===== config.mk =====
export PLATFORM = sky130hd
export DESIGN_NAME = adcc_top
export DESIGN_NICKNAME = d
export VERILOG_FILES = /design/src/pkg/adcc_pkg.sv /design/src/pkg/adcc_sar_if.sv /design/src/verilog/adcc_sar.sv /design/src/verilog/adcc_top.sv
export SDC_FILE = /design/constraint.sdc
export NUM_CORES = 1
export LEC_CHECK = 0
export ABC_AREA = 1
export BUFFER_PORTS_ARGS = -buffer_cell sky130_fd_sc_hd__buf_2
export CORE_MARGIN = 2
export CORE_UTILIZATION = 51
export CTS_CLUSTER_SIZE = 25
export DETAILED_ROUTE_END_ITERATION = 10
export PLACE_DENSITY = 0.77
export SLEW_MARGIN = 20
export SYNTH_ARGS = -nofsm -noshare
export SYNTH_HDL_FRONTEND = slang
export SYNTH_SLANG_ARGS = --single-unit

===== constraint.sdc =====
create_clock -name sys_clk -period 3.25 [get_ports sys_clk]
set_input_delay 0.325 -clock sys_clk [delete_from_list [all_inputs] [get_ports sys_clk]]
set_output_delay 0.325 -clock sys_clk [all_outputs]
set_load 0.02 [all_outputs]

===== src/pkg/adcc_pkg.sv =====
// constants for the converter control block: register map, field layout, reset values, timing
// assumes a 20 MHz system clock and a 32-bit register bus with byte addresses
package adcc_pkg;
	localparam int ADDR_W = 8;
	localparam int RES_W = 12;
	// register byte offsets
	localparam logic [ADDR_W-1:0] OFS_CSR_ONE = 8'h00;
	localparam logic [ADDR_W-1:0] OFS_CSR_TWO = 8'h04;
	localparam logic [ADDR_W-1:0] OFS_RES_HIGH = 8'h08;
	localparam logic [ADDR_W-1:0] OFS_RES_LOW = 8'h0c;
	localparam logic [ADDR_W-1:0] OFS_CMP_HIGH = 8'h10;
	localparam logic [ADDR_W-1:0] OFS_CMP_LOW = 8'h14;
	localparam logic [ADDR_W-1:0] OFS_CONFIG = 8'h18;
	// control_status_one fields
	localparam int BIT_COMPLETE = 7;
	localparam int BIT_IRQ_EN = 6;
	localparam int BIT_CONT_EN = 5;
	localparam int CH_MSB = 4;
	localparam logic [4:0] CH_OFF = 5'h1f;
	localparam logic [4:0] CH_RESERVED = 5'h1c;
	localparam logic [4:0] CH_REF_HIGH = 5'h1d;
	localparam logic [4:0] CH_REF_LOW = 5'h1e;
	// control_status_two fields
	localparam int BIT_ACTIVE = 7;
	localparam int BIT_TRIG_SEL = 6;
	localparam int BIT_CMP_EN = 5;
	localparam int BIT_CMP_GE = 4;
	// config fields, resolution code at bits 3:2
	localparam int MODE_LSB = 2;
	localparam logic [1:0] MODE_8 = 2'h0;
	localparam logic [1:0] MODE_12 = 2'h1;
	localparam logic [1:0] MODE_10 = 2'h2;
	// reset values
	localparam logic [4:0] RST_CH = 5'h1f;
	localparam logic [1:0] RST_MODE = 2'h0;
	localparam logic [11:0] RST_CMP = 12'h000;
	// axi responses
	localparam logic [1:0] RESP_OKAY = 2'h0;
	localparam logic [1:0] RESP_SLVERR = 2'h2;
	// sampling window ahead of the bit trials
	localparam int CLK_HZ = 20000000;
	localparam int SAMPLE_TIME_NS = 200;
	localparam int SAMPLE_CYCLES = (SAMPLE_TIME_NS * (CLK_HZ / 1000000) + 999) / 1000;
	typedef enum logic [1:0] {
		ADCC_IDLE = 2'b00,
		ADCC_SAMPLE = 2'b01,
		ADCC_TRIAL = 2'b10
	} adcc_state_t;
endpackage : adcc_pkg


===== src/pkg/adcc_sar_if.sv =====
// link between the control logic and the successive-approximation sequencer
// assumes both ends run on the same clock
`timescale 1ns/10ps
interface adcc_sar_if;
	logic start;
	logic abort;
	logic [1:0] mode;
	logic busy;
	logic done;
	logic [11:0] result;
	modport ctl (output start, output abort, output mode, input busy, input done, input result);
	modport sar (input start, input abort, input mode, output busy, output done, output result);
endinterface : adcc_sar_if


===== src/verilog/adcc_sar.sv =====
// successive-approximation sequencer: sample window, then one bit trial per clock
// assumes an analog comparator answers within one clock of each trial code
`timescale 1ns/10ps
module adcc_sar
	import adcc_pkg::*;
(
	input wire logic sys_clk, // system clock
	input wire logic rst, // synchronous reset
	adcc_sar_if.sar link, // control side
	input wire logic comp_in, // 1 when input at or above trial code
	output logic [RES_W-1:0] dac_code // trial code to the analog core
);
	adcc_state_t state_r;
	logic [3:0] cnt_r;
	logic [3:0] msb;
	logic [RES_W-1:0] trial_r;
	logic [RES_W-1:0] bit_mask;
	logic done_r;

	always_comb begin
		case (link.mode)
			MODE_12: msb = 4'd11;
			MODE_10: msb = 4'd9;
			default: msb = 4'd7;
		endcase
		bit_mask = RES_W'(1) << cnt_r;
	end

	////////////////////////////////////////////////////////////////////////////////
	// abort drops partial trial state outright, start wins over it in the same cycle
	always_ff @(posedge sys_clk) begin
		if (rst) begin
			state_r <= ADCC_IDLE;
			cnt_r <= 4'h0;
			trial_r <= 12'h000;
			done_r <= 1'b0;
		end else begin
			done_r <= 1'b0;
			if (link.abort || link.start) begin
				state_r <= link.start ? ADCC_SAMPLE : ADCC_IDLE;
				cnt_r <= 4'(SAMPLE_CYCLES - 1);
				trial_r <= 12'h000;
			end else begin
				case (state_r)
					ADCC_SAMPLE: begin
						if (cnt_r == 4'h0) begin
							state_r <= ADCC_TRIAL;
							cnt_r <= msb;
							trial_r <= RES_W'(1) << msb;
						end else begin
							cnt_r <= cnt_r - 4'h1;
						end
					end
					ADCC_TRIAL: begin
						if (!comp_in)
							trial_r <= trial_r & ~bit_mask;
						if (cnt_r == 4'h0) begin
							state_r <= ADCC_IDLE;
							done_r <= 1'b1;
						end else begin
							cnt_r <= cnt_r - 4'h1;
							trial_r <= (comp_in ? trial_r : (trial_r & ~bit_mask)) | (bit_mask >> 1);
						end
					end
					default: state_r <= ADCC_IDLE;
				endcase
			end
		end
	end

	assign dac_code = trial_r;
	assign link.busy = (state_r != ADCC_IDLE);
	assign link.done = done_r;
	assign link.result = trial_r;
endmodule : adcc_sar


===== src/verilog/adcc_top.sv =====
// converter control block: axi4-lite registers, start/abort, compare, result interlock
// assumes synchronous inputs, an external comparator on comp_in and a pulsed hw trigger
//
// The register addresses and the AXI4-Lite interface to the registers are this design's own decisions.
`timescale 1ns/10ps

// Function
// - control write aborts, restarts unless channel off or hardware trigger selected
// - compare off: complete flag every conversion
// - compare on: flag only when condition true
// - flag cleared by control write, low read
// - interrupt is flag gated by enable bit
// - continuous off: one conversion per start
// - continuous on: repeat after start event
// - five-bit channel field selects input
// - all-ones channel disables, stops continuous
// - single conversion returns to idle itself
// - active bit spans start to end/abort
// - trigger select: write or hardware trigger
// - compare enable bit turns compare on
// - direction bit: less-than or greater-equal
// - mux routes up to 28 inputs
// - results update except failed compare
// - compare hit stores result minus compare
// - at 10 and 12 bits, high read locks results until low read
module adcc_top
	import adcc_pkg::*;
#(
	parameter int NUM_INPUTS = 28
) (
	input wire logic sys_clk, // system clock
	input wire logic rst, // synchronous reset, active high
	input wire logic [ADDR_W-1:0] s_axi_awaddr, // write address
	input wire logic s_axi_awvalid, // write address valid
	output logic s_axi_awready, // write address ready
	input wire logic [31:0] s_axi_wdata, // write data
	input wire logic [3:0] s_axi_wstrb, // write byte enables
	input wire logic s_axi_wvalid, // write data valid
	output logic s_axi_wready, // write data ready
	output logic [1:0] s_axi_bresp, // write response
	output logic s_axi_bvalid, // write response valid
	input wire logic s_axi_bready, // write response ready
	input wire logic [ADDR_W-1:0] s_axi_araddr, // read address
	input wire logic s_axi_arvalid, // read address valid
	output logic s_axi_arready, // read address ready
	output logic [31:0] s_axi_rdata, // read data
	output logic [1:0] s_axi_rresp, // read response
	output logic s_axi_rvalid, // read data valid
	input wire logic s_axi_rready, // read data ready
	input wire logic hw_trigger_in, // hardware trigger pulse
	input wire logic comp_in, // analog comparator decision
	output logic [RES_W-1:0] dac_code, // trial code to the analog core
	output logic [NUM_INPUTS-1:0] input_sel, // one-hot analog input select
	output logic high_reference_sel, // route high reference
	output logic low_reference_sel, // route low reference
	output logic converter_on, // analog core powered
	output logic complete_irq // conversion complete interrupt
);
	adcc_sar_if sar_link ();

	// register state
	logic [4:0] channel_select_r;
	logic complete_irq_enable_r;
	logic continuous_enable_r;
	logic conversion_complete_flag_r;
	logic trigger_select_r;
	logic compare_enable_r;
	logic compare_greater_equal_r;
	logic [RES_W-1:0] compare_value_r;
	logic [1:0] mode_r;
	logic [RES_W-1:0] result_r;
	logic lock_r;
	logic cont_run_r;
	logic trig_prev_r;

	// bus state
	logic aw_held_r;
	logic w_held_r;
	logic [ADDR_W-1:0] waddr_r;
	logic [31:0] wdata_r;
	logic [3:0] wstrb_r;
	logic bvalid_r;
	logic [1:0] bresp_r;
	logic rvalid_r;
	logic [31:0] rdata_r;
	logic [1:0] rresp_r;

	logic do_wr;
	logic do_rd;
	logic wr_byte;
	logic wr_csr_one;
	logic wr_go;
	logic sw_start;
	logic hw_event;
	logic conv_done;
	logic [RES_W:0] diff;
	logic cmp_hit;
	logic take_result;
	logic [RES_W-1:0] res_mask;
	logic [RES_W-1:0] stored;
	logic rd_high;
	logic rd_low;
	logic [31:0] rd_word;
	logic rd_ok;
	logic wr_ok;

	////////////////////////////////////////////////////////////////////////////////
	// axi4-lite handshakes: address and data may arrive in either order
	assign s_axi_awready = !aw_held_r && !bvalid_r;
	assign s_axi_wready = !w_held_r && !bvalid_r;
	assign s_axi_arready = !rvalid_r;
	assign s_axi_bvalid = bvalid_r;
	assign s_axi_bresp = bresp_r;
	assign s_axi_rvalid = rvalid_r;
	assign s_axi_rdata = rdata_r;
	assign s_axi_rresp = rresp_r;
	assign do_wr = aw_held_r && w_held_r;
	assign do_rd = s_axi_arvalid && !rvalid_r;
	assign wr_byte = do_wr && wstrb_r[0];

	always_ff @(posedge sys_clk) begin
		if (rst) begin
			aw_held_r <= 1'b0;
			w_held_r <= 1'b0;
			waddr_r <= 8'h00;
			wdata_r <= 32'h0000_0000;
			wstrb_r <= 4'h0;
			bvalid_r <= 1'b0;
			bresp_r <= RESP_OKAY;
		end else begin
			if (s_axi_awvalid && s_axi_awready) begin
				aw_held_r <= 1'b1;
				waddr_r <= s_axi_awaddr;
			end
			if (s_axi_wvalid && s_axi_wready) begin
				w_held_r <= 1'b1;
				wdata_r <= s_axi_wdata;
				wstrb_r <= s_axi_wstrb;
			end
			if (do_wr) begin
				aw_held_r <= 1'b0;
				w_held_r <= 1'b0;
				bvalid_r <= 1'b1;
				bresp_r <= wr_ok ? RESP_OKAY : RESP_SLVERR;
			end else if (s_axi_bready) begin
				bvalid_r <= 1'b0;
			end
		end
	end

	always_comb begin
		wr_ok = 1'b1;
		if (waddr_r[ADDR_W-1:2] == OFS_CSR_ONE[ADDR_W-1:2]) wr_ok = 1'b1;
		else if (waddr_r[ADDR_W-1:2] == OFS_CSR_TWO[ADDR_W-1:2]) wr_ok = 1'b1;
		else if (waddr_r[ADDR_W-1:2] == OFS_RES_HIGH[ADDR_W-1:2]) wr_ok = 1'b1;
		else if (waddr_r[ADDR_W-1:2] == OFS_RES_LOW[ADDR_W-1:2]) wr_ok = 1'b1;
		else if (waddr_r[ADDR_W-1:2] == OFS_CMP_HIGH[ADDR_W-1:2]) wr_ok = 1'b1;
		else if (waddr_r[ADDR_W-1:2] == OFS_CMP_LOW[ADDR_W-1:2]) wr_ok = 1'b1;
		else if (waddr_r[ADDR_W-1:2] == OFS_CONFIG[ADDR_W-1:2]) wr_ok = 1'b1;
		else wr_ok = 1'b0;
	end

	////////////////////////////////////////////////////////////////////////////////
	// start, abort and continuous sequencing
	assign wr_csr_one = wr_byte && (waddr_r[ADDR_W-1:2] == OFS_CSR_ONE[ADDR_W-1:2]);
	assign wr_go = wr_csr_one && (wdata_r[CH_MSB:0] != CH_OFF);
	assign sw_start = wr_go && !trigger_select_r;
	// a trigger pulse that lands mid-conversion is dropped rather than restarting it
	assign hw_event = hw_trigger_in && !trig_prev_r && trigger_select_r && !wr_csr_one
		&& (channel_select_r != CH_OFF) && !sar_link.busy;
	assign conv_done = sar_link.done && !wr_csr_one;

	assign sar_link.abort = wr_csr_one;
	assign sar_link.start = sw_start || hw_event || (conv_done && cont_run_r);
	assign sar_link.mode = mode_r;

	always_ff @(posedge sys_clk) begin
		if (rst) begin
			trig_prev_r <= 1'b0;
			cont_run_r <= 1'b0;
		end else begin
			trig_prev_r <= hw_trigger_in;
			if (wr_csr_one)
				cont_run_r <= sw_start && wdata_r[BIT_CONT_EN];
			else if (hw_event)
				cont_run_r <= continuous_enable_r;
			else if (!continuous_enable_r)
				cont_run_r <= 1'b0;
		end
	end

	////////////////////////////////////////////////////////////////////////////////
	// compare and result transfer
	always_comb begin
		case (mode_r)
			MODE_12: res_mask = 12'hfff;
			MODE_10: res_mask = 12'h3ff;
			default: res_mask = 12'h0ff;
		endcase
	end
	assign diff = {1'b0, sar_link.result & res_mask} - {1'b0, compare_value_r & res_mask};
	assign cmp_hit = compare_greater_equal_r ? !diff[RES_W] : diff[RES_W];
	assign take_result = conv_done && (!compare_enable_r || cmp_hit);
	assign stored = compare_enable_r ? (diff[RES_W-1:0] & res_mask)
		: (sar_link.result & res_mask);

	always_ff @(posedge sys_clk) begin
		if (rst) begin
			result_r <= 12'h000;
		end else if (take_result && !lock_r) begin
			result_r <= stored;
		end
	end

	// the interlock is skipped only for MODE_8; the unused mode code 3 converts at 8 bits and still locks
	always_ff @(posedge sys_clk) begin
		if (rst)
			lock_r <= 1'b0;
		else if (rd_low)
			lock_r <= 1'b0;
		else if (rd_high && mode_r != MODE_8)
			lock_r <= 1'b1;
	end

	// a completion in the same cycle as a low read keeps the flag set
	always_ff @(posedge sys_clk) begin
		if (rst)
			conversion_complete_flag_r <= 1'b0;
		else if (take_result)
			conversion_complete_flag_r <= 1'b1;
		else if (wr_csr_one || rd_low)
			conversion_complete_flag_r <= 1'b0;
	end

	assign complete_irq = conversion_complete_flag_r && complete_irq_enable_r;

	////////////////////////////////////////////////////////////////////////////////
	// software-written control fields
	always_ff @(posedge sys_clk) begin
		if (rst) begin
			channel_select_r <= RST_CH;
			complete_irq_enable_r <= 1'b0;
			continuous_enable_r <= 1'b0;
			trigger_select_r <= 1'b0;
			compare_enable_r <= 1'b0;
			compare_greater_equal_r <= 1'b0;
			compare_value_r <= RST_CMP;
			mode_r <= RST_MODE;
		end else if (wr_byte) begin
			if (waddr_r[ADDR_W-1:2] == OFS_CSR_ONE[ADDR_W-1:2]) begin
				channel_select_r <= wdata_r[CH_MSB:0];
				complete_irq_enable_r <= wdata_r[BIT_IRQ_EN];
				continuous_enable_r <= wdata_r[BIT_CONT_EN];
			end else if (waddr_r[ADDR_W-1:2] == OFS_CSR_TWO[ADDR_W-1:2]) begin
				trigger_select_r <= wdata_r[BIT_TRIG_SEL];
				compare_enable_r <= wdata_r[BIT_CMP_EN];
				compare_greater_equal_r <= wdata_r[BIT_CMP_GE];
			end else if (waddr_r[ADDR_W-1:2] == OFS_CMP_HIGH[ADDR_W-1:2]) begin
				compare_value_r[11:8] <= wdata_r[3:0];
			end else if (waddr_r[ADDR_W-1:2] == OFS_CMP_LOW[ADDR_W-1:2]) begin
				compare_value_r[7:0] <= wdata_r[7:0];
			end else if (waddr_r[ADDR_W-1:2] == OFS_CONFIG[ADDR_W-1:2]) begin
				mode_r <= wdata_r[MODE_LSB+1:MODE_LSB];
			end
		end
	end

	////////////////////////////////////////////////////////////////////////////////
	// analog routing; reserved codes still convert whatever the mux presents
	always_ff @(posedge sys_clk) begin
		if (rst) begin
			high_reference_sel <= 1'b0;
			low_reference_sel <= 1'b0;
			converter_on <= 1'b0;
		end else begin
			high_reference_sel <= (channel_select_r == CH_REF_HIGH);
			low_reference_sel <= (channel_select_r == CH_REF_LOW);
			converter_on <= (channel_select_r != CH_OFF) && sar_link.busy;
		end
	end

	for (genvar i = 0; i < NUM_INPUTS; i++) begin : g_mux
		always_ff @(posedge sys_clk) begin
			if (rst)
				input_sel[i] <= 1'b0;
			else
				input_sel[i] <= (channel_select_r == 5'(i));
		end
	end

	////////////////////////////////////////////////////////////////////////////////
	// read path with side effects taken at address acceptance
	assign rd_high = do_rd && (s_axi_araddr[ADDR_W-1:2] == OFS_RES_HIGH[ADDR_W-1:2]);
	assign rd_low = do_rd && (s_axi_araddr[ADDR_W-1:2] == OFS_RES_LOW[ADDR_W-1:2]);

	always_comb begin
		rd_word = 32'h0000_0000;
		rd_ok = 1'b1;
		if (s_axi_araddr[ADDR_W-1:2] == OFS_CSR_ONE[ADDR_W-1:2])
			rd_word[7:0] = {conversion_complete_flag_r, complete_irq_enable_r,
				continuous_enable_r, channel_select_r};
		else if (s_axi_araddr[ADDR_W-1:2] == OFS_CSR_TWO[ADDR_W-1:2])
			rd_word[7:0] = {sar_link.busy, trigger_select_r, compare_enable_r,
				compare_greater_equal_r, 4'h0};
		else if (s_axi_araddr[ADDR_W-1:2] == OFS_RES_HIGH[ADDR_W-1:2])
			rd_word[3:0] = result_r[11:8];
		else if (s_axi_araddr[ADDR_W-1:2] == OFS_RES_LOW[ADDR_W-1:2])
			rd_word[7:0] = result_r[7:0];
		else if (s_axi_araddr[ADDR_W-1:2] == OFS_CMP_HIGH[ADDR_W-1:2])
			rd_word[3:0] = compare_value_r[11:8];
		else if (s_axi_araddr[ADDR_W-1:2] == OFS_CMP_LOW[ADDR_W-1:2])
			rd_word[7:0] = compare_value_r[7:0];
		else if (s_axi_araddr[ADDR_W-1:2] == OFS_CONFIG[ADDR_W-1:2])
			rd_word[MODE_LSB+1:MODE_LSB] = mode_r;
		else
			rd_ok = 1'b0;
	end

	always_ff @(posedge sys_clk) begin
		if (rst) begin
			rvalid_r <= 1'b0;
			rdata_r <= 32'h0000_0000;
			rresp_r <= RESP_OKAY;
		end else if (do_rd) begin
			rvalid_r <= 1'b1;
			rdata_r <= rd_word;
			rresp_r <= rd_ok ? RESP_OKAY : RESP_SLVERR;
		end else if (s_axi_rready) begin
			rvalid_r <= 1'b0;
		end
	end

	adcc_sar u_sar (
		.sys_clk(sys_clk),
		.rst(rst),
		.link(sar_link),
		.comp_in(comp_in),
		.dac_code(dac_code)
	);
endmodule : adcc_top

## Word-level counts from Yosys, hierarchy flattened

Index checks and enable logic that the tools add are counted.

- Memories: 0
- Input bits: 61
- Word-level logic and storage cells: 247
- Output and inout bits: 85
- Bits in latches: 0
- ROM bits: 0
- Flip-flop bits (word level): 123
- Memory bits (writable): 0

- Div/mod/pow operators: 0
- Eq/ne operators: 53
- Reduce and logical (&&, ||, !) cells: 65
- $lt $le $gt $ge: 0
- Shift operators: 2
- Multiply operators: 0
- Bitwise operators: 11
- $add $sub $neg: 2
- Multiplexer cells: 54

Operators with widths:

| kind | number |
|---|---|
| 5-bit == test (second input constant) | 14 |
| 12-bit bitwise AND | 4 |
| 12-bit two-way mux | 4 |
| 12-bit one-hot mux with 2 select lines | 2 |
| 5-bit by 4-bit == test with 1-bit output (second input constant) | 8 |
| 6-bit by 3-bit == test with 1-bit output (second input constant) | 6 |
| 4-bit two-way mux | 7 |
| 1-bit two-way mux | 26 |
| 1-bit logical AND | 25 |
| 6-bit by 2-bit == test with 1-bit output (second input constant) | 4 |
| 8-bit two-way mux | 3 |
| 1-bit by 4-bit << shifter with 12-bit output (first input constant) | 2 |
| 5-bit by 3-bit == test with 1-bit output (second input constant) | 4 |
| 2-bit two-way mux | 9 |
| 4-bit one-hot mux with 2 select lines | 2 |
| 12-bit by 12-bit subtractor with 13-bit output | 1 |
| 6-bit by 1-bit == test with 1-bit output (second input constant) | 2 |
| 6-bit zero test | 2 |
| 12-bit inverter | 1 |
| 12-bit by 11-bit bitwise OR with 12-bit output | 1 |
| 2-bit nonzero test | 6 |
| 1-bit zero test | 11 |
| 5-bit by 2-bit == test with 1-bit output (second input constant) | 2 |
| 5-bit inequality test (second input constant) | 2 |
| 21 further kinds | 39 |

## Longest topological paths before layout

Gate-level depths: netlist of the first run.

- Depth after elaboration: 12
- Depth in mapped cells: 16
- Depth with buffers taken out: 15

## By module

From an unflattened synthesis of the first run, not the netlist that was laid out.

- Cell total of the unflattened synthesis: 924
- Area total of the unflattened synthesis: 6411.1 um2

Modules (own cells, without submodules):

| module | cells an instance | sequential area each (um2) | area an instance (um2) | instances |
|---|---|---|---|---|
| adcc_top | 725 | 2001.9 | 5043.6 | 1 |
| adcc_sar | 199 | 380.4 | 1367.6 | 1 |

## Worst setup path before layout of the first run

Ideal clock, no wire load.

- Kind: reg2reg
- Start point: register mode_r[0]
- End point: register result_r[7]
- Data arrival time: 2182 ps
- Path slack: 955 ps
- Buffers on the path: 1
- Library setup time: 113 ps
- Stages on the path, launching flop included: 16
- Required time: 3137 ps
- Period minus slack after synthesis: 2295 ps
- Path through: dfxtp_1 -> inv_1 -> ha_1 -> nand2_1 -> inv_1 -> ha_1 -> nand2_1 -> nor2_1 -> nand3_1 -> nand3_1 -> nand2_1 -> nand3_1 -> nand3_2 -> buf_2 -> nor2_1 -> nor2_1

- Longest elaborated chain between the ends: 9
- Elaborated cells between the ends (all ways): 11
- Classes of those cells: add/sub (1); eq/ne (2); mux (2); bitwise (2); reduce/logical (4)

Ends and longest elaborated chain:

| what | RTL line | text |
|---|---|---|
| start: declaration | adcc_top.sv:70 | `logic [1:0] mode_r;` |
| start signal: assignment | adcc_top.sv:263 | `mode_r <= wdata_r[MODE_LSB+1:MODE_LSB];` |
| 2-bit == test or 2-bit by 1-bit == test with 1-bit output (tied branches) | adcc_top.sv:195 | `case (mode_r)` |
| 12-bit one-hot mux with 2 select lines * | adcc_top.sv:195 |  |
| 12-bit bitwise AND | adcc_top.sv:201 | `assign diff = {1'b0, sar_link.result & res_mask} - {1'b0, compare_value_r & res_mask};` |
| 12-bit by 12-bit subtractor with 13-bit output * | adcc_top.sv:201 |  |
| 1-bit zero test | adcc_top.sv:202 | `assign cmp_hit = compare_greater_equal_r ? !diff[RES_W] : diff[RES_W];` |
| 1-bit two-way mux * | adcc_top.sv:202 |  |
| 1-bit logical OR * | adcc_top.sv:203 | `assign take_result = conv_done && (!compare_enable_r \|\| cmp_hit);` |
| 1-bit logical AND * | adcc_top.sv:203 |  |
| 1-bit logical AND * | adcc_top.sv:210 | `end else if (take_result && !lock_r) begin` |
| end signal: assignment | adcc_top.sv:211 | `result_r <= stored;` |
| end: declaration | adcc_top.sv:71 | `logic [RES_W-1:0] result_r;` |

Every way passes the cells marked *; elsewhere a longest branch is shown, timed or not.
A chain may end at the register's enable or synchronous reset.

## Worst setup path after layout of the first run

- Start point: register mode_r[0]
- End point: register result_r[8]

- Longest elaborated chain between the ends: 9
- Elaborated cells between the ends (all ways): 13
- Classes of those cells: add/sub (1); eq/ne (2); mux (3); bitwise (3); reduce/logical (4)

Ends and longest elaborated chain:

| what | RTL line |
|---|---|
| 2-bit == test or 2-bit by 1-bit == test with 1-bit output (tied branches) | adcc_top.sv:195 |
| 12-bit one-hot mux with 2 select lines * | adcc_top.sv:195 |
| 12-bit bitwise AND, on equally long branches | adcc_top.sv:201, adcc_top.sv:205 |
| 12-bit by 12-bit subtractor with 13-bit output | adcc_top.sv:201 |
| 1-bit zero test | adcc_top.sv:202 |
| 1-bit two-way mux | adcc_top.sv:202 |
| 1-bit logical OR | adcc_top.sv:203 |
| 1-bit logical AND | adcc_top.sv:203 |
| 1-bit logical AND | adcc_top.sv:210 |

Marked as above.

==> report_table.html, run 1 <==
<table>
<tr><th>Metric</th><th>Value</th></tr>
<tr><th colspan="2">Global routing</th></tr>
<tr><td>Maximum number of pins on one net before global-route repair</td><td>a little over 60</td></tr>
<tr><td>Global Route met1 Usage</td><td>between 20% and 30%</td></tr>
<tr><td>Number of antenna violations at the first check in global routing</td><td>0</td></tr>
<tr><td>Global-route track usage on met3</td><td>~6.7%</td></tr>
<tr><td>Sum of overflow across all layers after global routing</td><td>0</td></tr>
<tr><td>Met2 track demand over resource in global routing</td><td>approximately two fifths</td></tr>
<tr><td>Vias in the first global route</td><td>around 5,200</td></tr>
<tr><td>Global-route wire length before repair</td><td>23.89 mm</td></tr>
<tr><td>Peak-usage layer in the global routing report</td><td>met2</td></tr>
<tr><td>Overall Global Routing Usage</td><td>around a quarter</td></tr>
<tr><th colspan="2">Pwr</th></tr>
<tr><td>Pwr Density</td><td>just under 500 nW/µm²</td></tr>
<tr><td>Cell leakage power</td><td>approximately 3.4 nW</td></tr>
<tr><td>Fraction of power spent switching nets</td><td>25.12%</td></tr>
<tr><td>Sequential cell fraction of total power</td><td>43.6%</td></tr>
<tr><td>Maximum VDD drop</td><td>0.5805 mV</td></tr>
<tr><td>Clock Power Share</td><td>between 50% and 60%</td></tr>
<tr><td>P_int</td><td>approximately 2.6 mW</td></tr>
<tr><td>NetSw</td><td>0.8742 mW</td></tr>
<tr><td>Combinational share of power</td><td>6.1%</td></tr>
<tr><th colspan="2">CTS</th></tr>
<tr><td>Count of hold-fix buffers inserted at cts</td><td>0</td></tr>
<tr><td>Clk pin slew, worst setup/hold paths</td><td>~0.060 ns</td></tr>
<tr><td>CTS HTree Levels</td><td>4</td></tr>
<tr><td>Post-cts gate resize count</td><td>0</td></tr>
<tr><td>TritonCTS clock tree</td><td>built</td></tr>
<tr><td>Clock latency at the later pin of the worst-skew pair</td><td>0.42 ns</td></tr>
<tr><td>TritonCTS sink count</td><td>roughly 120</td></tr>
<tr><td>Clock root buffer</td><td>clkbuf_16</td></tr>
<tr><td>Num CTS Buffers</td><td>17</td></tr>
<tr><td>Number of buffers between clock root and the deepest sink</td><td>2</td></tr>
<tr><td>Number of setup buffers added after CTS</td><td>0</td></tr>
<tr><th colspan="2">Worst setup path</th></tr>
<tr><td>Arrival time at the worst endpoint</td><td>3.13 ns</td></tr>
<tr><td>Critical Path RT</td><td>between 3 and 4 ns</td></tr>
<tr><td>RR Startpoint</td><td>mode_r[0]</td></tr>
<tr><td>RR Endpoint</td><td>result_r[8]</td></tr>
<tr><td>CP Launch Type</td><td>flip-flop</td></tr>
<tr><td>Kind of cell adding the most delay to the critical path</td><td>simple AND/OR/NAND/NOR gates</td></tr>
<tr><td>Worst R2R Path Depth</td><td>14</td></tr>
<tr><td>CP Cell Sequence</td><td>inv_1 -&gt; ha_1 -&gt; nand2_1 -&gt; inv_1 -&gt; ha_1 -&gt; nand2_1 -&gt; nor2_1 -&gt; nand3_1 -&gt; nand3_1 -&gt; nand2_1 -&gt; nand3_1 -&gt; nand3_2 -&gt; nor2_1 -&gt; nor2_1</td></tr>
<tr><td>Sum of buffers and inverters on the critical path</td><td>2</td></tr>
<tr><td>Slowest-stage cell, CP</td><td>dfxtp_1</td></tr>
<tr><td>Critical Path End Type</td><td>flip-flop</td></tr>
<tr><td>Critical Path Max Stage Delay</td><td>0.39 ns</td></tr>
<tr><td>R2R Setup Slk</td><td>0.43 ns</td></tr>
<tr><td>Peak fanout along the critical path</td><td>23</td></tr>
<tr><td>Worst Path Class, Setup</td><td>flip-flop to flip-flop</td></tr>
<tr><th colspan="2">Run status</th></tr>
<tr><td>Violated checks</td><td>design-rule violations</td></tr>
<tr><td>Outcome</td><td>complete, but fails checks</td></tr>
<tr><th colspan="2">Timing</th></tr>
<tr><td>Final setup vio count</td><td>0</td></tr>
<tr><td>Fin Setup TNS</td><td>0 ns</td></tr>
<tr><td>Min cycle time layout</td><td>roughly 2.8 ns</td></tr>
<tr><td>Clock skew</td><td>0.007836 ns</td></tr>
<tr><td>Final clock period utilization by the worst path</td><td>86.80%</td></tr>
<tr><td>Hold violation total from the final report</td><td>0</td></tr>
<tr><td>Slew Limit Headroom</td><td>approximately 60%</td></tr>
<tr><td>Number of max-slew violations in the final report</td><td>0</td></tr>
<tr><td>Setup repair after global routing missed its margin</td><td>no</td></tr>
<tr><td>F_max</td><td>0.3545 GHz</td></tr>
<tr><td>Transition time at the pin with the least slew margin</td><td>~0.6 ns</td></tr>
<tr><th colspan="2">Floorplan</th></tr>
<tr><td>Placeable core region</td><td>about 12,000 µm²</td></tr>
<tr><td>FP Rows</td><td>39</td></tr>
<tr><td>Io pins</td><td>~150</td></tr>
<tr><td>Overall die area</td><td>12,740 µm²</td></tr>
<tr><td>Die Y</td><td>around 110 µm</td></tr>
<tr><td>Die width</td><td>between 100 and 150 µm</td></tr>
<tr><td>Starting Density</td><td>a little over half</td></tr>
<tr><th colspan="2">Route</th></tr>
<tr><td>Final Routed Wirelength</td><td>14.84 mm</td></tr>
<tr><td>Post-detailed-route DRC marker count</td><td>8</td></tr>
<tr><td>Drt wl/cell</td><td>about 13 µm</td></tr>
<tr><td>Count of routing violations after the opening detailed-route iteration</td><td>484</td></tr>
<tr><td>Detailed-routing iteration count for the pre-antenna-repair pass</td><td>8</td></tr>
<tr><td>Mean number of vias per cell</td><td>just over 5</td></tr>
<tr><td>Count of nets left with antenna violations after detail routing</td><td>0</td></tr>
<tr><td>Vias</td><td>approximately 5,700</td></tr>
<tr><th colspan="2">Cells and area</th></tr>
<tr><td>Relative area change from synthesis to final layout</td><td>16.58%</td></tr>
<tr><td>Fraction of final layout cells with drive strength greater than 1</td><td>15.06%</td></tr>
<tr><td>FILL cells</td><td>approximately 1,100</td></tr>
<tr><td>Final cell area excluding filler cells</td><td>roughly 7000 µm²</td></tr>
<tr><td>Net count, final</td><td>~1,100</td></tr>
<tr><td>Total inserted antenna cells</td><td>0</td></tr>
<tr><th colspan="2">Placement</th></tr>
<tr><td>Placer congestion estimate</td><td>0.9398</td></tr>
<tr><td>HPWL after detailed placement</td><td>around 11 mm</td></tr>
<tr><td>Cell Area, Placed</td><td>6491 µm²</td></tr>
<tr><td>Port Buffers</td><td>88</td></tr>
<tr><th colspan="2">Synth</th></tr>
<tr><td>Top cells by area in the synthesized netlist</td><td>dfxtp_1, nand2_1, nor2_1, inv_1, o21ai_0</td></tr>
<tr><td>Largest family of logic cells by synthesized area</td><td>simple AND/OR/NAND/NOR gates</td></tr>
<tr><td>Yosys Warn Count</td><td>0</td></tr>
<tr><td>Netlist area before placement</td><td>about 6000 µm²</td></tr>
<tr><td>Synthesized-area fraction occupied by xor and xnor cells</td><td>0.2898%</td></tr>
<tr><td>Syn_area_per_cell</td><td>6.908 µm²</td></tr>
<tr><td>Yosys top cell by area</td><td>dfxtp_1</td></tr>
<tr><td>Fraction of the mapped netlist area in adder cells</td><td>under 10%</td></tr>
<tr><td>Register area share after synthesis</td><td>39.41%</td></tr>
<tr><td>Post-synthesis register bit count</td><td>approximately 120</td></tr>
<tr><td>Share of Yosys cell area claimed by the top area cell type</td><td>about two fifths</td></tr>
<tr><td>Simple-gate share of the synthesized area</td><td>a little over a quarter</td></tr>
<tr><td>Number of distinct library cells after synthesis</td><td>40</td></tr>
<tr><td>Cell count after synthesis</td><td>between 800 and 900</td></tr>
<tr><td>Fraction of the mapped netlist area in compound gates</td><td>15.69%</td></tr>
<tr><td>Portion of netlist area occupied by mux cells</td><td>0%</td></tr>
<tr><th colspan="2">Min path</th></tr>
<tr><td>Worst hold path cell count</td><td>3</td></tr>
<tr><td>Hold WC Path Type</td><td>input port to flip-flop</td></tr>
<tr><td>Hold path startpoint</td><td>hw_trigger_in</td></tr>
<tr><td>Destination of the worst hold path</td><td>trig_prev_r</td></tr>
<tr><th colspan="2">Run</th></tr>
<tr><td>Number of violations of the max-capacitance limit</td><td>0</td></tr>
</table>
-- placed cells by master (no fill, tap or decap), drive strengths merged, types with 8 or more instances in the layout --
master,synthesis,final
o22ai,9,9
inv,116,120
nand3,43,43
nor3,12,12
clkinv,4,8
conb,1,26
ha,25,25
clkbuf,16,19
nor2,144,144
nand4,9,9
dfxtp,119,119
nand2,175,175
a21oi,63,63
buf,30,90
o21ai,78,78
-- power groups by stage --
stage | combinational (mW) | sequential, mW | clock [mW]
3_5_place_dp | 0.211 | 1.55 | 0
3_3_place_gp | 0.208 | 1.55 | 0
5_1_grt | 0.240 | 1.52 | 1.84
6_report | 0.213 | 1.52 | 1.75
2_1_floorplan | 0.173 | 1.55 | 0
4_1_cts | 0.212 | 1.52 | 1.77
-- flip-flops by register name, indices dropped and copies added, names as in the netlist, 2 cells and up --
| name | count |
|---|---|
| u_sar.cnt_r | 4 |
| channel_select_r | 5 |
| wdata_r | 8 |
| input_sel | 28 |
| u_sar.dac_code | 12 |
| result_r | 12 |
| mode_r | 2 |
| compare_value_r | 12 |
| s_axi_rdata | 8 |
| u_sar.state_r | 2 |
| waddr_r | 6 |
-- kinds of logic (layout without fill, tap and decap cells) --
| family | count (synthesis) | count (layout) |
|---|---|---|
| flip-flops | 119 | 119 |
| AND/OR/NAND/NOR | 386 | 386 |
| buffers and inverters | 166 | 242 |
| AO/OA/AOI/OAI | 175 | 175 |
| other | 1 | 26 |
| XOR/XNOR | 2 | 2 |
| adder cells (fa/ha/maj) | 26 | 26 |
-- layout make-up --
cell class | instances | area [µm²] | share of cell area (%)
clock buffer | 19 | 432.9 | 6.143
tap | 143 | 178.9 | 2.539
timing repair buffer | 90 | 455.4 | 6.463
inverter | 120 | 450.4 | 6.392
sequential | 119 | 2382 | 33.81
multi-input combinational | 615 | 3024 | 42.92
clock inverter | 13 | 122.6 | 1.740
-- synthesized netlist by cell type --
library cell / number
nand2_1: 169
nor2_1: 131
dfxtp_1: 119
inv_1: 112
o21ai_0: 78
a21oi_1: 63
nand3_1: 42
buf_4: 26
ha_1: 25
clkbuf_1: 16
nor2_2: 11
nor3_1: 11
nand4_1: 9
o22ai_1: 9
o211ai_1: 6
nand2_2: 5
a22oi_1: 4
a31oi_1: 4
clkinv_1: 4
inv_2: 4
buf_2: 3
o31ai_1: 3
a211oi_1: 2
nor2_4: 2
or2_2: 2
a21boi_0: 1
a21o_1: 1
a32o_1: 1
buf_6: 1
conb_1: 1
fa_1: 1
nand2_4: 1
nand3_2: 1
nand3b_1: 1
nor3_4: 1
o21a_1: 1
o21bai_1: 1
o22a_1: 1
xnor2_1: 1
xor2_1: 1
-- layer usage --
metal  up-vias  wire length, µm
met5         -                0
met4         0              227
met3        22             1117
met2       202             6849
met1      2541             6644
li1       2948                -
-- worst reg2reg max path: stages (launching register included) --
cell,delay (ns)
dfxtp_1,0.39
inv_1,0.11
ha_1,0.39
nand2_1,0.14
inv_1,0.05
ha_1,0.35
nand2_1,0.11
nor2_1,0.13
nand3_1,0.12
nand3_1,0.09
nand2_1,0.05
nand3_1,0.11
nand3_2,0.37
nor2_1,0.23
nor2_1,0.06
-- through the flow --
step	worst slack, ns	power (mW)	instances	hold slack (ns)	utilization, %
after floorplan	0.9549	1.721	900	0.4320	-
after global placement	0.4945	1.756	1087	0.4550	56.37
after detailed placement	0.4501	1.759	1087	0.4539	56.37
after CTS	0.4112	3.500	1119	0.1203	61.19
after global routing	0.05577	3.604	1119	0.1313	61.19
final	0.4290	3.481	1119	0.1313	61.19
-- worst max path at each step --
stage,start,to,slack [ns],depth (start not counted)
finish,mode_r[0],result_r[8],0.43,14
global route,mode_r[1],result_r[9],0.06,15
CTS,mode_r[0],result_r[8],0.41,14
detailed placement,mode_r[0],result_r[8],0.45,14
global placement,mode_r[1],result_r[6],0.49,14
floorplan,mode_r[0],result_r[7],0.95,15
Power figures use the tool's default switching activity.
==> inputs of run 2 (changes only) <==
==> constraint.sdc (replaced) <==
create_clock -name sys_clk -period 3.25 [get_ports sys_clk]
set_input_delay 0 -clock sys_clk [delete_from_list [all_inputs] [get_ports sys_clk]]
set_output_delay 0 -clock sys_clk [all_outputs]
set_load 0.02 [all_outputs]
==> run 2 against run 1 <==
Compared with the run above:
- the run still ends with design-rule violations left
- utilization grew 2.2 points
- routed wire length grew 6.0%
- flip-flop and latch count unchanged
- fmax down 2.1%
- largest power group unchanged
==> report_table.html, run 2 (synthesized netlist as in run 1, its figures left out) <==
<table>
<tr><th>Metric</th><th>Value</th></tr>
<tr><th colspan="2">Cells and area</th></tr>
<tr><td>Largest Register</td><td>input_sel</td></tr>
<tr><td>Register cell area after layout</td><td>2382 µm² (unchanged)</td></tr>
<tr><td>Net count, final</td><td>1,070 (+1.9%)</td></tr>
<tr><td>Most frequent standard cell in the layout excluding fill and tap cells</td><td>nand2_1</td></tr>
<tr><td>FILL cells</td><td>1,014 (-5.2%)</td></tr>
<tr><td>Area of combinational cells with multiple inputs</td><td>3024 µm² (unchanged)</td></tr>
<tr><td>Relative area change from synthesis to final layout</td><td>20.70%</td></tr>
<tr><td>Most frequent cells in the layout</td><td>nand2_1, nor2_1, dfxtp_1, inv_1, buf_2</td></tr>
<tr><td>Total inserted antenna cells</td><td>0 (unchanged)</td></tr>
<tr><td>Number of flip-flops in the largest register</td><td>28 (unchanged)</td></tr>
<tr><td>Fraction of final layout cells with drive strength greater than 1</td><td>14.86% (-0.20 points)</td></tr>
<tr><th colspan="2">Timing</th></tr>
<tr><td>F_max</td><td>0.3470 GHz (-2.1%)</td></tr>
<tr><td>Final setup vio count</td><td>0 (unchanged)</td></tr>
<tr><td>Hold violation total from the final report</td><td>0 (unchanged)</td></tr>
<tr><td>Final clock period utilization by the worst path</td><td>88.67% (+1.9 points)</td></tr>
<tr><td>Transition time at the pin with the least slew margin</td><td>0.6153 ns (+0.002388 ns)</td></tr>
<tr><td>Worst hold slack</td><td>0.01139 ns (-0.1199 ns)</td></tr>
<tr><td>Setup repair after global routing missed its margin</td><td>no</td></tr>
<tr><td>Clock skew</td><td>0.01577 ns (+0.007933 ns)</td></tr>
<tr><td>Setup WS post-layout</td><td>0.3683 ns (-0.06071 ns)</td></tr>
<tr><td>Number of max-slew violations in the final report</td><td>0 (unchanged)</td></tr>
<tr><td>Min cycle time layout</td><td>2.882 ns (+0.06071 ns)</td></tr>
<tr><td>Slew Limit Headroom</td><td>58.85% (-0.16 points)</td></tr>
<tr><td>Fin Setup TNS</td><td>0 ns (unchanged)</td></tr>
<tr><th colspan="2">Global routing</th></tr>
<tr><td>Vias in the first global route</td><td>5,530 (+6.7%)</td></tr>
<tr><td>Number of antenna violations at the first check in global routing</td><td>0 (unchanged)</td></tr>
<tr><td>Sum of overflow across all layers after global routing</td><td>0 (unchanged)</td></tr>
<tr><td>Overall Global Routing Usage</td><td>25.37% (+1.9 points)</td></tr>
<tr><td>Global-route wire length before repair</td><td>25.94 mm (+8.6%)</td></tr>
<tr><td>Maximum number of pins on one net before global-route repair</td><td>51 (-18%)</td></tr>
<tr><th colspan="2">CTS</th></tr>
<tr><td>Clock root buffer</td><td>clkbuf_16</td></tr>
<tr><td>Number of buffers between clock root and the deepest sink</td><td>2 (unchanged)</td></tr>
<tr><td>Num CTS Buffers</td><td>17 (unchanged)</td></tr>
<tr><td>Clk pin slew, worst setup/hold paths</td><td>0.06 ns (about the same)</td></tr>
<tr><td>Count of hold-fix buffers inserted at cts</td><td>21 (+21)</td></tr>
<tr><td>TritonCTS sink count</td><td>119 (unchanged)</td></tr>
<tr><td>Clock latency at the later pin of the worst-skew pair</td><td>0.43 ns (about the same)</td></tr>
<tr><td>CTS HTree Levels</td><td>4 (unchanged)</td></tr>
<tr><td>Post-cts gate resize count</td><td>0 (unchanged)</td></tr>
<tr><td>Number of setup buffers added after CTS</td><td>0 (unchanged)</td></tr>
<tr><td>TritonCTS clock tree</td><td>built</td></tr>
<tr><th colspan="2">Route</th></tr>
<tr><td>Highest metal layer with signal wires</td><td>met4</td></tr>
<tr><td>Count of routing violations after the opening detailed-route iteration</td><td>506 (+4.5%)</td></tr>
<tr><td>Final Routed Wirelength</td><td>15.73 mm (+6.0%)</td></tr>
<tr><td>Met1 Routed Length</td><td>7.049 mm (+6.1%)</td></tr>
<tr><td>Post-detailed-route DRC marker count</td><td>8 (unchanged)</td></tr>
<tr><td>Mean number of vias per cell</td><td>5.163 (+1.1%)</td></tr>
<tr><td>Drt wl/cell</td><td>13.81 µm (+4.1%)</td></tr>
<tr><td>Detailed-routing iteration count for the pre-antenna-repair pass</td><td>8 (unchanged)</td></tr>
<tr><td>Routed wl met2</td><td>7.448 mm (+8.7%)</td></tr>
<tr><td>Routed length on met3</td><td>926 µm (-17%)</td></tr>
<tr><td>Vias</td><td>5,881 (+2.9%)</td></tr>
<tr><td>Count of nets left with antenna violations after detail routing</td><td>0 (unchanged)</td></tr>
<tr><th colspan="2">Pwr</th></tr>
<tr><td>P_int</td><td>2.723 mW (+4.5%)</td></tr>
<tr><td>NetSw</td><td>0.9388 mW (+7.4%)</td></tr>
<tr><td>Combinational share of power</td><td>6.4% (+0.3 points)</td></tr>
<tr><td>Fraction of power spent switching nets</td><td>25.63% (+0.52 points)</td></tr>
<tr><td>Pwr Density</td><td>502.0 nW/µm² (+1.6%)</td></tr>
<tr><td>Sequential cell fraction of total power</td><td>41.4% (-2.2 points)</td></tr>
<tr><td>Cell leakage power</td><td>3.537 nW (+3.6%)</td></tr>
<tr><td>Maximum VDD drop</td><td>0.3785 mV (-35%)</td></tr>
<tr><td>Clock Power Share</td><td>52.2% (+1.9 points)</td></tr>
<tr><th colspan="2">Floorplan</th></tr>
<tr><td>Placeable core region</td><td>11,520 µm² (unchanged)</td></tr>
<tr><td>FP Rows</td><td>39 (unchanged)</td></tr>
<tr><td>Die width</td><td>112.9 µm (unchanged)</td></tr>
<tr><td>Io pins</td><td>146 (unchanged)</td></tr>
<tr><td>Overall die area</td><td>12,740 µm² (unchanged)</td></tr>
<tr><td>Starting Density</td><td>52.49% (unchanged)</td></tr>
<tr><td>Die Y</td><td>112.9 µm (unchanged)</td></tr>
<tr><th colspan="2">Worst setup path</th></tr>
<tr><td>Peak fanout along the critical path</td><td>23 (unchanged)</td></tr>
<tr><td>Arrival time at the worst endpoint</td><td>3.20 ns (+0.07 ns)</td></tr>
<tr><td>Worst Path Class, Setup</td><td>flip-flop to flip-flop</td></tr>
<tr><td>CP Launch Type</td><td>flip-flop</td></tr>
<tr><td>Critical Path End Type</td><td>flip-flop</td></tr>
<tr><td>Critical Path RT</td><td>3.57 ns (about the same)</td></tr>
<tr><th colspan="2">Placement</th></tr>
<tr><td>HPWL after detailed placement</td><td>11.15 mm (+2.9%)</td></tr>
<tr><td>Port Buffers</td><td>88 (unchanged)</td></tr>
<tr><td>Post-placement worst setup slack</td><td>0.4377 ns (-0.01236 ns)</td></tr>
<tr><td>Placer congestion estimate</td><td>0.9396 (about the same)</td></tr>
<tr><th colspan="2">Run status</th></tr>
<tr><td>Violated checks</td><td>design-rule violations</td></tr>
<tr><td>Outcome</td><td>complete, but fails checks</td></tr>
<tr><th colspan="2">Min path</th></tr>
<tr><td>Hold WC Path Type</td><td>input port to flip-flop</td></tr>
<tr><th colspan="2">Run</th></tr>
<tr><td>Number of violations of the max-capacitance limit</td><td>0 (unchanged)</td></tr>
</table>
run 2: power by group through the flow:
stage	clock [mW]	sequential (mW)	combinational (mW)
floorplan	0	1.55	0.173
global placement	0	1.55	0.208
detailed placement	0	1.55	0.211
CTS	1.92	1.52	0.231
global route	2.00	1.52	0.263
finish	1.91	1.52	0.235
run 2: path summary, 6_finish.rpt:
kind         cells after the start  slack (ns)            start              to
min reg2reg                      2        0.47   s_axi_rresp[1]  s_axi_rresp[1]
min                              5        0.01  s_axi_araddr[5]  s_axi_rresp[1]
max reg2reg                     14        0.37        mode_r[0]     result_r[9]
max                             14        0.37        mode_r[0]     result_r[9]
run 2: area by class of cell:
cell class | instances | share of cell area [%]
clock buffers | 17 | 5.831
clock inverters | 15 | 2.418
inverters | 120 | 6.174
multi-input cells | 615 | 41.45
flip-flops and latches | 119 | 32.65
well taps | 143 | 2.452
repair buffers | 110 | 9.021
run 2: layer usage:
metal,track usage (%),up-vias
met4,9.268,0
li1,-,2988
met3,5.892,27
met1,31.39,2668
met5,0,-
met2,43.37,198
run 2: critical path, cell delays in order (launching register included):
cell     delay [ns]
dfxtp_1        0.40
inv_1          0.12
ha_1           0.41
nand2_1        0.15
inv_1          0.05
ha_1           0.35
nand2_1        0.11
nor2_1         0.14
nand3_1        0.12
nand3_1        0.09
nand2_1        0.05
nand3_1        0.11
nand3_2        0.36
nor2_1         0.24
nor2_1         0.07
run 2: metrics by stage:
step / cells / util, % / total power [mW] / area, µm²
4_1_cts: 1139 / 63.35 / 3.669 / 7296
6_report: 1139 / 63.35 / 3.662 / 7296
3_5_place_dp: 1086 / 56.30 / 1.759 / 6484
3_3_place_gp: 1086 / 56.30 / 1.755 / 6484
2_1_floorplan: 900 / - / 1.721 / 6138
5_1_grt: 1139 / 63.35 / 3.780 / 7296
==> inputs of run 3 (changes only) <==
--- a/config.mk
+++ b/config.mk
@@ -11,7 +11,8 @@
 export CORE_UTILIZATION = 51
 export CTS_CLUSTER_SIZE = 25
 export DETAILED_ROUTE_END_ITERATION = 10
-export PLACE_DENSITY = 0.77
+export PLACE_DENSITY_LB_ADDON = 0.05
+export SKIP_CTS_REPAIR_TIMING = 1
 export SLEW_MARGIN = 20
 export SYNTH_ARGS = -nofsm -noshare
 export SYNTH_HDL_FRONTEND = slang
==> run 3 against run 2 <==
Compared with the run above:
- the flow still finishes with violations (design-rule violations)
- clock power about the same
- die area unchanged
- via count increased by 0.37%
- critical path type unchanged
- largest cell class unchanged
==> report_table.html, run 3 (synthesized netlist as in run 1, its figures left out) <==
<table>
<tr><th>Metric</th><th>Value</th></tr>
<tr><th colspan="2">Pwr</th></tr>
<tr><td>Pwr Density</td><td>500.5 nW/µm² (-0.30%)</td></tr>
<tr><td>Cell leakage power</td><td>3.540 nW (about the same)</td></tr>
<tr><td>Maximum VDD drop</td><td>0.3261 mV (-14%)</td></tr>
<tr><th colspan="2">CTS</th></tr>
<tr><td>Clock latency at the later pin of the worst-skew pair</td><td>0.42 ns (about the same)</td></tr>
<tr><td>Number of buffers between clock root and the deepest sink</td><td>2 (unchanged)</td></tr>
<tr><td>CTS HTree Levels</td><td>4 (unchanged)</td></tr>
<tr><td>Clock root buffer</td><td>clkbuf_16</td></tr>
<tr><td>TritonCTS sink count</td><td>119 (unchanged)</td></tr>
<tr><td>TritonCTS clock tree</td><td>built</td></tr>
<tr><td>Clk pin slew, worst setup/hold paths</td><td>0.05 ns (about the same)</td></tr>
<tr><td>Num CTS Buffers</td><td>17 (unchanged)</td></tr>
<tr><th colspan="2">Placement</th></tr>
<tr><td>Placer congestion estimate</td><td>0.8952 (-4.7%)</td></tr>
<tr><td>HPWL after detailed placement</td><td>12.15 mm (+8.9%)</td></tr>
<tr><td>Post-placement worst setup slack</td><td>0.3815 ns (-0.05618 ns)</td></tr>
<tr><td>Port Buffers</td><td>88 (unchanged)</td></tr>
<tr><th colspan="2">Route</th></tr>
<tr><td>Final Routed Wirelength</td><td>16.39 mm (+4.2%)</td></tr>
<tr><td>Mean number of vias per cell</td><td>5.183 (+0.37%)</td></tr>
<tr><td>Vias</td><td>5,903 (+0.37%)</td></tr>
<tr><td>Drt wl/cell</td><td>14.39 µm (+4.2%)</td></tr>
<tr><td>Count of routing violations after the opening detailed-route iteration</td><td>453 (-10%)</td></tr>
<tr><td>Count of nets left with antenna violations after detail routing</td><td>0 (unchanged)</td></tr>
<tr><td>Post-detailed-route DRC marker count</td><td>9 (+1)</td></tr>
<tr><td>Detailed-routing iteration count for the pre-antenna-repair pass</td><td>9 (+1)</td></tr>
<tr><th colspan="2">Global routing</th></tr>
<tr><td>Overall Global Routing Usage</td><td>25.40% (+0.028 points)</td></tr>
<tr><td>Maximum number of pins on one net before global-route repair</td><td>44 (-14%)</td></tr>
<tr><td>Number of antenna violations at the first check in global routing</td><td>0 (unchanged)</td></tr>
<tr><td>Sum of overflow across all layers after global routing</td><td>0 (unchanged)</td></tr>
<tr><td>Vias in the first global route</td><td>5,292 (-4.3%)</td></tr>
<tr><td>Global-route wire length before repair</td><td>25.72 mm (-0.85%)</td></tr>
<tr><th colspan="2">Worst setup path</th></tr>
<tr><td>Critical Path End Type</td><td>flip-flop</td></tr>
<tr><td>Worst R2R Path Depth</td><td>15 (+1)</td></tr>
<tr><td>Critical Path Max Stage Delay</td><td>0.41 ns (about the same)</td></tr>
<tr><td>Slowest-stage cell, CP</td><td>ha_1</td></tr>
<tr><td>Arrival time at the worst endpoint</td><td>3.25 ns (+0.05 ns)</td></tr>
<tr><td>Worst Path Class, Setup</td><td>flip-flop to flip-flop</td></tr>
<tr><td>CP Launch Type</td><td>flip-flop</td></tr>
<tr><td>Critical Path RT</td><td>3.61 ns (+0.04 ns)</td></tr>
<tr><td>R2R Setup Slk</td><td>0.36 ns (about the same)</td></tr>
<tr><td>RR Startpoint</td><td>mode_r[0]</td></tr>
<tr><td>Cell occurring most often along the worst timing path</td><td>nand2_1</td></tr>
<tr><td>Capture point of the worst path</td><td>result_r[2]</td></tr>
<tr><td>Critical Path Start</td><td>mode_r[0]</td></tr>
<tr><td>Peak fanout along the critical path</td><td>23 (unchanged)</td></tr>
<tr><td>CP Cell Sequence</td><td>inv_1 -&gt; ha_1 -&gt; nand2_1 -&gt; inv_1 -&gt; ha_1 -&gt; nand2_1 -&gt; nor2_1 -&gt; nand3_1 -&gt; nand3_1 -&gt; nand2_1 -&gt; nand3_1 -&gt; nand3_2 -&gt; nand2_1 -&gt; nand2_1 -&gt; nor2_1</td></tr>
<tr><td>RR Endpoint</td><td>result_r[2]</td></tr>
<tr><th colspan="2">Cells and area</th></tr>
<tr><td>FILL cells</td><td>1,030 (+1.6%)</td></tr>
<tr><td>Relative area change from synthesis to final layout</td><td>20.89%</td></tr>
<tr><td>Total inserted antenna cells</td><td>0 (unchanged)</td></tr>
<tr><td>Number of flip-flops in the largest register</td><td>28 (unchanged)</td></tr>
<tr><td>Largest Register</td><td>input_sel</td></tr>
<tr><td>Net count, final</td><td>1,070 (unchanged)</td></tr>
<tr><td>Area of combinational cells with multiple inputs</td><td>3024 µm² (unchanged)</td></tr>
<tr><td>Register cell area after layout</td><td>2382 µm² (unchanged)</td></tr>
<tr><td>Most frequent standard cell in the layout excluding fill and tap cells</td><td>nand2_1</td></tr>
<tr><td>Most frequent cells in the layout</td><td>nand2_1, nor2_1, dfxtp_1, inv_1, buf_2</td></tr>
<tr><td>Fraction of final layout cells with drive strength greater than 1</td><td>14.86% (unchanged)</td></tr>
<tr><th colspan="2">Timing</th></tr>
<tr><td>Worst hold slack</td><td>0.01486 ns (+0.003471 ns)</td></tr>
<tr><td>Setup WS post-layout</td><td>0.3599 ns (-0.008395 ns)</td></tr>
<tr><td>Min cycle time layout</td><td>2.890 ns (+0.008395 ns)</td></tr>
<tr><td>Setup repair after global routing missed its margin</td><td>no</td></tr>
<tr><td>Final setup vio count</td><td>0 (unchanged)</td></tr>
<tr><td>Final clock period utilization by the worst path</td><td>88.93% (+0.26 points)</td></tr>
<tr><td>Number of max-slew violations in the final report</td><td>0 (unchanged)</td></tr>
<tr><td>Hold violation total from the final report</td><td>0 (unchanged)</td></tr>
<tr><td>Transition time at the pin with the least slew margin</td><td>0.6434 ns (+0.02807 ns)</td></tr>
<tr><td>Fin Setup TNS</td><td>0 ns (unchanged)</td></tr>
<tr><td>Slew Limit Headroom</td><td>57.06% (-1.8 points)</td></tr>
<tr><td>F_max</td><td>0.3460 GHz (-0.29%)</td></tr>
<tr><td>Clock skew</td><td>0.005491 ns (-0.01028 ns)</td></tr>
<tr><th colspan="2">Floorplan</th></tr>
<tr><td>Starting Density</td><td>52.49% (unchanged)</td></tr>
<tr><td>Placeable core region</td><td>11,520 µm² (unchanged)</td></tr>
<tr><td>Overall die area</td><td>12,740 µm² (unchanged)</td></tr>
<tr><td>FP Rows</td><td>39 (unchanged)</td></tr>
<tr><td>Die width</td><td>112.9 µm (unchanged)</td></tr>
<tr><td>Io pins</td><td>146 (unchanged)</td></tr>
<tr><td>Die Y</td><td>112.9 µm (unchanged)</td></tr>
<tr><th colspan="2">Run status</th></tr>
<tr><td>Violated checks</td><td>design-rule violations</td></tr>
<tr><td>Outcome</td><td>complete, but fails checks</td></tr>
<tr><th colspan="2">Run</th></tr>
<tr><td>Number of violations of the max-capacitance limit</td><td>0 (unchanged)</td></tr>
<tr><th colspan="2">Min path</th></tr>
<tr><td>Hold WC Path Type</td><td>input port to flip-flop</td></tr>
</table>
## run 3: cell count changes in the layout (fill, tap and decap cells not counted)
cell	previous run	this run
bufinv_16	2	3
dlygate4sd3_1	21	20
clkinv_4	1	3
inv_6	7	4
buf_12	0	1
clkbuf_1	0	1
clkinv_2	1	3
inv_8	3	0
## run 3: final cells by class
class / count / area share, %
clock buffers: 18 / 5.873
clock inverters: 14 / 2.380
inverters: 120 / 6.164
multi-input cells: 615 / 41.39
flip-flops and latches: 119 / 32.60
well taps: 143 / 2.449
repair buffers: 110 / 9.144
## run 3: report_power, final
| group | internal (mW) | total, mW | switching [mW] |
|---|---|---|---|
| registers | 1.49 | 1.52 | 0.0269 |
| clock network | 1.21 | 1.90 | 0.692 |
| logic | 0.0765 | 0.236 | 0.160 |
## run 3: routing by layer
metal	vias up	track usage (%)	part of all wire [%]
li1	2988	-	-
met1	2679	34.64	46
met2	207	39.92	45
met3	29	6.213	7.0
met4	0	8.130	2.0
met5	-	0	0
## run 3: critical path: cells and delay by family, from the launching register on
family / cells / cell delay [ns]
and+or+nand+nor: 11 / 1.52
adders and majority gates: 2 / 0.77
DFF: 1 / 0.38
buffers and inverters: 2 / 0.17
## run 3: how the worst min path moves through the flow
stage,to,depth (start not counted),startpoint,slack [ns]
after detailed placement,trig_prev_r,3,hw_trigger_in,0.25
final,s_axi_rresp[1],5,s_axi_araddr[6],0.01
after floorplan,trig_prev_r,2,hw_trigger_in,0.11
after CTS,trig_prev_r,3,hw_trigger_in,-0.19
after global routing,s_axi_rresp[1],5,s_axi_araddr[5],0.05
after global placement,trig_prev_r,3,hw_trigger_in,0.24
## run 3: stage by stage
stage               instances  total power, mW  util, %  area, µm²
floorplan                 900            1.721        -       6138
global placement         1087            1.758    56.48       6504
detailed placement       1087            1.763    56.48       6504
CTS                      1119            3.659    61.71       7107
global route             1139            3.783    63.45       7307
finish                   1139            3.657    63.45       7307
